<file path="src/hdl/flc_defines.svh">
`ifndef FLC_DEFINES_SVH
`define FLC_DEFINES_SVH

// Register offsets
`define FLC_ADDR_LOOP_CONTROL      8'h80
`define FLC_ADDR_DIVIDER_CONTROL   8'h81
`define FLC_ADDR_FRACTION_MULT     8'h82
`define FLC_ADDR_INTEGER_MULT      8'h83
`define FLC_ADDR_INPUT_ROUTE       8'ha4

// Loop control fields
`define FLC_ENABLE_BIT             0
`define FLC_FRAC_MODE_BIT          2

// Divider control fields
`define FLC_SRC_MSB                12
`define FLC_SRC_LSB                11
`define FLC_PREDIV_MSB             10
`define FLC_PREDIV_LSB             9
`define FLC_RATE_MSB               8
`define FLC_RATE_LSB               6
`define FLC_OUTDIV_MSB             5
`define FLC_OUTDIV_LSB             3
`define FLC_FRATIO_MSB             2
`define FLC_FRATIO_LSB             0

// Integer multiplier and route fields
`define FLC_INT_MSB                9
`define FLC_ROUTE_BIT              9

// Reference source codes
`define FLC_SRC_MASTER             2'h0
`define FLC_SRC_BIT                2'h1
`define FLC_SRC_FRAME              2'h2

// Reset values
`define FLC_RST_DIVIDER            13'h0000
`define FLC_RST_FRACTION           16'h0000
`define FLC_RST_INTEGER            10'h000
`define FLC_RST_ROUTE              1'b0
`define FLC_RST_FRAC_MODE          1'b0
`define FLC_RST_ENABLE             1'b0

// Fraction weight: 16 fractional bits
`define FLC_FRAC_BITS              16

`endif

</file>
<file path="src/hdl/flc_pkg.sv">
package flc_pkg;

	typedef struct packed {
		logic [1:0] loopRefSourceSel;
		logic [1:0] loopRefPrediv;
		logic [2:0] loopCtrlRateDiv;
		logic [2:0] loopOutputDiv;
		logic [2:0] loopFeedbackRatio;
	} flc_div_ctrl_t;

	typedef struct packed {
		logic        write;
		logic        read;
		logic [7:0]  addr;
		logic [15:0] wdata;
	} flc_reg_req_t;

endpackage

</file>
<file path="src/hdl/flc_top.sv">
`timescale 1ns/1ps
`include "flc_defines.svh"
//
// Contract
// - Reference from master/bit/frame clock, prediv 1..8
// - Control block clock is oscillator over rate+1
// - Output clock is oscillator over 2..256
// - Feedback ratio 1,2,4,8, top bit 16
// - Fraction is 16 bits, MSB weighs half
// - Integer multiplier is 10 bits, LSB one
// - Route bit selects ADC or digital microphone
// - Mode bit selects integer or fractional multiply
module flc_top #(
	parameter int PERIOD_W = 16
) (
	input  wire logic        clock,
	input  wire logic        rst,
	input  wire logic [7:0]  regAddr,
	input  wire logic [15:0] regWdata,
	input  wire logic        regWrite,
	input  wire logic        regRead,
	output logic      [15:0] regRdata,
	input  wire logic        masterClockIn,
	input  wire logic        bitClockIn,
	input  wire logic        frameClockIn,
	output logic             oscillatorTick,
	output logic             loopCtrlTick,
	output logic             loopOutputClock,
	output logic             dspInputDmicSel
);

	flc_pkg::flc_reg_req_t  req;
	flc_pkg::flc_div_ctrl_t divCtrl;
	logic [15:0]            loopMultFraction;
	logic [9:0]             loopMultInteger;
	logic                   loopFractionalMode;
	logic                   loopEnable;
	logic [2:0]             syncA;
	logic [2:0]             syncB;
	logic                   refLevel;
	logic                   refLast;
	logic                   refEdge;
	logic [2:0]             preCnt;
	logic [2:0]             preMask;
	logic                   refTick;
	logic [PERIOD_W-1:0]    periodCnt;
	logic [PERIOD_W-1:0]    period;
	logic [39:0]            phaseAcc;
	logic [39:0]            phaseLimit;
	logic [39:0]            phaseStep;
	logic [39:0]            next_phaseAcc;
	logic                   next_oscTick;
	logic [2:0]             ctrlCnt;
	logic [7:0]             outCnt;

	assign req = '{write: regWrite, read: regRead, addr: regAddr, wdata: regWdata};

	function automatic logic [2:0] flc_fratio_shift(input logic [2:0] code);
		if (code[2]) begin
			return 3'h4;
		end
		return {1'b0, code[1:0]};
	endfunction

	// Register writes
	always_ff @(posedge clock) begin
		if (rst) begin
			divCtrl            <= `FLC_RST_DIVIDER;
			loopMultFraction   <= `FLC_RST_FRACTION;
			loopMultInteger    <= `FLC_RST_INTEGER;
			dspInputDmicSel    <= `FLC_RST_ROUTE;
			loopFractionalMode <= `FLC_RST_FRAC_MODE;
			loopEnable         <= `FLC_RST_ENABLE;
		end else if (req.write) begin
			unique case (req.addr)
				`FLC_ADDR_LOOP_CONTROL: begin
					loopFractionalMode <= req.wdata[`FLC_FRAC_MODE_BIT];
					loopEnable         <= req.wdata[`FLC_ENABLE_BIT];
				end
				`FLC_ADDR_DIVIDER_CONTROL: begin
					divCtrl <= req.wdata[`FLC_SRC_MSB:`FLC_FRATIO_LSB];
				end
				`FLC_ADDR_FRACTION_MULT: begin
					loopMultFraction <= req.wdata;
				end
				`FLC_ADDR_INTEGER_MULT: begin
					loopMultInteger <= req.wdata[`FLC_INT_MSB:0];
				end
				`FLC_ADDR_INPUT_ROUTE: begin
					dspInputDmicSel <= req.wdata[`FLC_ROUTE_BIT];
				end
				default: begin
				end
			endcase
		end
	end

	// Register reads, data in the following cycle
	always_ff @(posedge clock) begin
		if (rst) begin
			regRdata <= 16'h0000;
		end else if (req.read) begin
			unique case (req.addr)
				`FLC_ADDR_LOOP_CONTROL: begin
					regRdata <= 16'h0000;
					regRdata[`FLC_FRAC_MODE_BIT] <= loopFractionalMode;
					regRdata[`FLC_ENABLE_BIT]    <= loopEnable;
				end
				`FLC_ADDR_DIVIDER_CONTROL: begin
					regRdata <= {3'h0, divCtrl};
				end
				`FLC_ADDR_FRACTION_MULT: begin
					regRdata <= loopMultFraction;
				end
				`FLC_ADDR_INTEGER_MULT: begin
					regRdata <= {6'h00, loopMultInteger};
				end
				`FLC_ADDR_INPUT_ROUTE: begin
					regRdata <= 16'h0000;
					regRdata[`FLC_ROUTE_BIT] <= dspInputDmicSel;
				end
				default: begin
					regRdata <= 16'h0000;
				end
			endcase
		end else begin
			regRdata <= 16'h0000;
		end
	end

	// Two-stage synchronisers for the reference clock pins
	always_ff @(posedge clock) begin
		if (rst) begin
			syncA <= 3'h0;
			syncB <= 3'h0;
		end else begin
			syncA <= {frameClockIn, bitClockIn, masterClockIn};
			syncB <= syncA;
		end
	end

	// Reference source selection, reserved code gives no reference
	always_comb begin
		unique case (divCtrl.loopRefSourceSel)
			`FLC_SRC_MASTER: refLevel = syncB[0];
			`FLC_SRC_BIT:    refLevel = syncB[1];
			`FLC_SRC_FRAME:  refLevel = syncB[2];
			default:         refLevel = 1'b0;
		endcase
	end

	always_ff @(posedge clock) begin
		if (rst) begin
			refLast <= 1'b0;
		end else begin
			refLast <= refLevel;
		end
	end

	assign refEdge = refLevel & ~refLast;

	// Reference pre-divider by 1, 2, 4 or 8
	assign preMask = 3'((4'h1 << divCtrl.loopRefPrediv) - 4'h1);
	assign refTick = refEdge & ((preCnt & preMask) == preMask);

	always_ff @(posedge clock) begin
		if (rst || !loopEnable) begin
			preCnt <= 3'h0;
		end else if (refEdge) begin
			preCnt <= 3'(preCnt + 3'h1);
		end
	end

	// Divided reference period in system clocks
	always_ff @(posedge clock) begin
		if (rst || !loopEnable) begin
			periodCnt <= '0;
			period    <= '0;
		end else if (refTick) begin
			periodCnt <= '0;
			period    <= PERIOD_W'(periodCnt + 1'b1);
		end else if (periodCnt != '1) begin
			periodCnt <= PERIOD_W'(periodCnt + 1'b1);
		end
	end

	// Oscillator ticks per reference period: ratio * (N + K/65536)
	always_comb begin
		phaseStep = {14'h0000, loopMultInteger, loopFractionalMode ? loopMultFraction : 16'h0000};
		phaseStep = phaseStep << flc_fratio_shift(divCtrl.loopFeedbackRatio);
		phaseLimit = 40'({period, {`FLC_FRAC_BITS{1'b0}}});
		next_phaseAcc = 40'(phaseAcc + phaseStep);
		next_oscTick = 1'b0;
		if (period == '0) begin
			next_phaseAcc = 40'h0;
		end else if (phaseStep >= phaseLimit) begin
			next_phaseAcc = 40'h0;
			next_oscTick  = 1'b1;
		end else if (next_phaseAcc >= phaseLimit) begin
			next_phaseAcc = 40'(next_phaseAcc - phaseLimit);
			next_oscTick  = 1'b1;
		end
	end

	always_ff @(posedge clock) begin
		if (rst || !loopEnable) begin
			phaseAcc       <= 40'h0;
			oscillatorTick <= 1'b0;
		end else begin
			phaseAcc       <= next_phaseAcc;
			oscillatorTick <= next_oscTick;
		end
	end

	// Control block rate divider
	always_ff @(posedge clock) begin
		if (rst || !loopEnable) begin
			ctrlCnt      <= 3'h0;
			loopCtrlTick <= 1'b0;
		end else if (oscillatorTick) begin
			loopCtrlTick <= (ctrlCnt == divCtrl.loopCtrlRateDiv);
			ctrlCnt      <= (ctrlCnt == divCtrl.loopCtrlRateDiv) ? 3'h0 : 3'(ctrlCnt + 3'h1);
		end else begin
			loopCtrlTick <= 1'b0;
		end
	end

	// Output divider by 2 to 256
	always_ff @(posedge clock) begin
		if (rst || !loopEnable) begin
			outCnt          <= 8'h00;
			loopOutputClock <= 1'b0;
		end else begin
			if (oscillatorTick) begin
				outCnt <= 8'(outCnt + 8'h01);
			end
			loopOutputClock <= outCnt[divCtrl.loopOutputDiv];
		end
	end

endmodule

</file>
<file path="config.mk">
export PLATFORM = sky130hd
export DESIGN_NAME = flc_top
export DESIGN_NICKNAME = d
export VERILOG_FILES = /design/src/hdl/flc_pkg.sv /design/src/hdl/flc_top.sv
export VERILOG_INCLUDE_DIRS = /design/src /design/src/hdl
export SDC_FILE = /design/constraint.sdc
export NUM_CORES = 1
export LEC_CHECK = 0
export ABC_AREA = 1
export BUFFER_PORTS_ARGS = -buffer_cell sky130_fd_sc_hd__buf_4
export CORE_MARGIN = 4
export CORE_UTILIZATION = 50
export DETAILED_ROUTE_END_ITERATION = 16
export PLACE_DENSITY = 0.82
export SLEW_MARGIN = 20
export SYNTH_ARGS = -nofsm -noshare
export SYNTH_HDL_FRONTEND = slang
export SYNTH_SLANG_ARGS = --single-unit
</file>
<file path="constraint.sdc">
create_clock -name clock -period 4 [get_ports clock]
set_input_delay 0.2 -clock clock [delete_from_list [all_inputs] [get_ports clock]]
set_output_delay 0.2 -clock clock [all_outputs]
set_load 0.03 [all_outputs]
</file>
==> impl_metrics.env <==
export IMPL_status="finished with violations"
export IMPL_failed_checks="setup timing"
export IMPL_synth_edff_count=0
export IMPL_pwr_share_seq_pct=44.7
export IMPL_comb_power_share_pct=6.5
export IMPL_ys_warn_count=0
export IMPL_grtUsageTotal_pct=32.8
export IMPL_numPortBuffers=50
export IMPL_synthTopCellsByArea="dfxtp_1 (29%), nand2_1 (15%), inv_1 (8.7%), ha_1 (8.2%), nor2_1 (6.6%)"
export IMPL_ir_worst_vdd_uv=321
export IMPL_crit_type="register to register"
export IMPL_p_leak_uw=0.00756
export IMPL_clk_path_buf_depth=2
export IMPL_dp_hpwl_mm=26.2
export IMPL_end_kind="register"
export IMPL_synth_top_cell_area_share_pct=28.7
export IMPL_place_ws_ns=-0.762
export IMPL_numCtsBuffers=17
export IMPL_wirelength_mm=46.6
export IMPL_drt_iter0_markers=1731
export IMPL_maxCapViolations=0
export IMPL_via_per_inst=6.02
export IMPL_ant_nets=0
export IMPL_swShare_pct=28.1
export IMPL_fillers=1294
export IMPL_fmax_ghz=0.187
export IMPL_synthFlopType="dfxtp_1"
export IMPL_tns_ns=-35.75
export IMPL_drive_gt1_share_pct=34.6
export IMPL_critical_path_startpoint_type="register"
export IMPL_synth_cells=1673
export IMPL_slowest_delay_ns=0.46
export IMPL_slew_headroom_pct=40.3
export IMPL_post_route_min_period_ns=5.35
export IMPL_grt_pass1_vias=13100
export IMPL_setup_slack_ns=-1.35
export IMPL_cts_tree="done"
export IMPL_die_area_mm2=0.0239
export IMPL_synthesis_area_mm2=0.0107
export IMPL_max_slew_worst_pin_slew_ns=0.896
export IMPL_hp_class="primary input to register"
export IMPL_p_per_area_mw_per_mm2=213
export IMPL_start_util_pct=50.9
export IMPL_setup_viol=41
export IMPL_vias=14000
export IMPL_async_flop_share_pct=0
export IMPL_core_mm2=0.0211
export IMPL_cts_sinks=154
export IMPL_synthDistinctLibCells=50
export IMPL_yosysSeqAreaShare_pct=28.7
export IMPL_synth_seq_cells=154
export IMPL_core_rowCount=53
export IMPL_final_hold_viol_count=0
export IMPL_crit_required_ns=4.34
export IMPL_power_switching_uw=963
export IMPL_worstPathArrival_ns=5.68
export IMPL_syn2layout_area_growth_pct=50.2
export IMPL_rsz0062_at_grt="yes"
export IMPL_grt_pass1_wl_mm=63.9
export IMPL_syn_avg_cell_area_um2=6.42
export IMPL_h_tree_depth=4
export IMPL_p_clk_share_pct=48.8
export IMPL_maxSlewViolCount=0
export IMPL_fin_nets=2138
export IMPL_ios=51
export IMPL_drc_errors=0
export IMPL_num_antenna_cells=0
export IMPL_drt_pass1_iter_count=6
export IMPL_critPathBufInv=3
export IMPL_grt_ovfl_total=0
export IMPL_cp_top_family="simple AND/OR/NAND/NOR gates"
export IMPL_insertion_delay_ns=0.46
export IMPL_root_buffer="clkbuf_16"
export IMPL_p_int_uw=2470
export IMPL_die_h_um=155
export IMPL_layout_commonest_cell="nand2_1"
export IMPL_clk_pin_slew_worst_paths_ns=0.08
export IMPL_cp_max_fo=8
export IMPL_yosysTopAreaCell="dfxtp_1"
export IMPL_clock_skew_final_ns=0.0155
export IMPL_globalplace_congestion=0.962
export IMPL_die_w_um=155
export IMPL_grt_max_degree=38
export IMPL_period_share_pct=134
export IMPL_wl_per_cell_um=20.1
export IMPL_critPathSlowestCell="ha_2"
export IMPL_fin_total_pwr_uw=3430
export IMPL_final_cell_mix="nand2_1 (355), buf_4 (349), inv_1 (237)"
export IMPL_antenna_found_initial=0
## synth_stat cells (all sizes together), types with 3 or more instances
cell type  count
a31oi         10
nand2        433
o22ai         27
nand4         16
dfxtp        154
buf           18
xor2          40
inv          256
xnor2         18
o21ai        126
a22oi          3
o21bai         6
nor2         198
a221oi         4
nor4           6
o211ai         7
nand3b         8
a21oi        140
o221ai         6
nor3          23
clkinv         3
nand3         66
ha            70
clkbuf        18
## area by class of cell
type	instances	area, um2	share of cell area [%]
repair buffers	372	2930	18.2
clock buffers	17	425	2.64
clock inverters	15	173	1.07
inverters	259	1000	6.22
multi-input cells	1231	8160	50.6
flip-flops and latches	154	3090	19.2
well taps	275	344	2.13
## sequential cells by signal, summed over array words and instances (netlist names), 8 cells and up
register          flops
phaseAcc             40
loopMultFraction     16
periodCnt            16
period               16
regRdata             16
divCtrl              13
loopMultInteger      10
outCnt                8
## metrics by stage
step / hold slack [ns] / utilization, % / area [um2] / instances
floorplan: 0.269 / - / 10900 / 1677
global placement: 0.390 / 62.7 / 13200 / 2208
detailed placement: 0.393 / 62.7 / 13200 / 2208
CTS: 0.00634 / 72.8 / 15400 / 2294
global route: -0.00439 / 76.5 / 16100 / 2323
finish: 0.00802 / 76.5 / 16100 / 2323
## timing repair
action / 4_1_cts / 5_1_grt
endpoints found under the hold margin: 4 / 0
hold buffers: 4 / 0
pin swaps: 60 / 82
gates resized for setup: 239 / 124
setup endpoints to repair: 25 / 41
gates cloned: 4 / 1
setup buffers: 46 / 32
## worst register-to-register path, cell delays in order, from the launching register on
cell     delay, ns
dfxtp_4       0.42
buf_4         0.16
nand2_4       0.10
nand2_1       0.13
o21ai_4       0.10
mux2i_4       0.29
a21oi_4       0.17
ha_2          0.46
nand2_4       0.09
nor2_4        0.09
nand2_1       0.07
inv_2         0.07
nand4_1       0.27
nand3_4       0.22
a31oi_4       0.12
xnor2_2       0.28
ha_1          0.36
a21oi_1       0.30
o21ai_2       0.13
a21oi_2       0.22
nand2_2       0.10
nor2_1        0.12
nand2_1       0.11
nor2_2        0.17
nand2_4       0.15
buf_12        0.19
o21ai_1       0.26
nor2_1        0.08
## power by group through the flow
| stage | sequential [uW] | combinational [uW] | clock, uW |
|---|---|---|---|
| after floorplan | 1570 | 93.6 | 0 |
| after detailed placement | 1570 | 163 | 0 |
| after CTS | 1540 | 188 | 1640 |
| after global routing | 1540 | 235 | 1730 |
| after global placement | 1570 | 158 | 0 |
| final | 1540 | 222 | 1670 |
## path summary, 6_finish.rpt
kind | startpoint | endpoint | slack, ns | cells past startpoint
worst min-delay path | regWdata[11] | loopMultFraction[11]$_SDFFE_PP0P_ | 0.008 | 3
worst min register to register | syncA[1]$_SDFF_PP0_ | syncB[1]$_SDFF_PP0_ | 0.40 | 2
worst max register to register | divCtrl[0]$_SDFFE_PP0P_ | phaseAcc[20]$_SDFF_PP0_ | -1.35 | 27
worst max-delay path | divCtrl[0]$_SDFFE_PP0P_ | phaseAcc[20]$_SDFF_PP0_ | -1.35 | 27
## metal layers
layer / GRT usage [%] / wire, um / part of all wire [%] / vias to the layer above
met5: 0 / 0 / 0 / -
met4: 20.2 / 4110 / 8.8 / 0
met3: 6.97 / 4860 / 10 / 383
met2: 55.7 / 21200 / 45 / 1094
met1: 37.7 / 16500 / 35 / 6380
li1: - / - / - / 6139
## cells by family after synthesis
| logic type | after synthesis | share of synthesized area (%) |
|---|---|---|
| buf+inv | 295 | 11.0 |
| compound gates | 333 | 17.0 |
| xor+xnor | 58 | 4.73 |
| flops | 154 | 28.7 |
| simple gates | 758 | 29.9 |
| fa+ha+maj | 72 | 8.53 |
| mux | 2 | 0.186 |
| other cells | 1 | 0.0349 |
No activity file was read; power rests on OpenSTA's default activity.
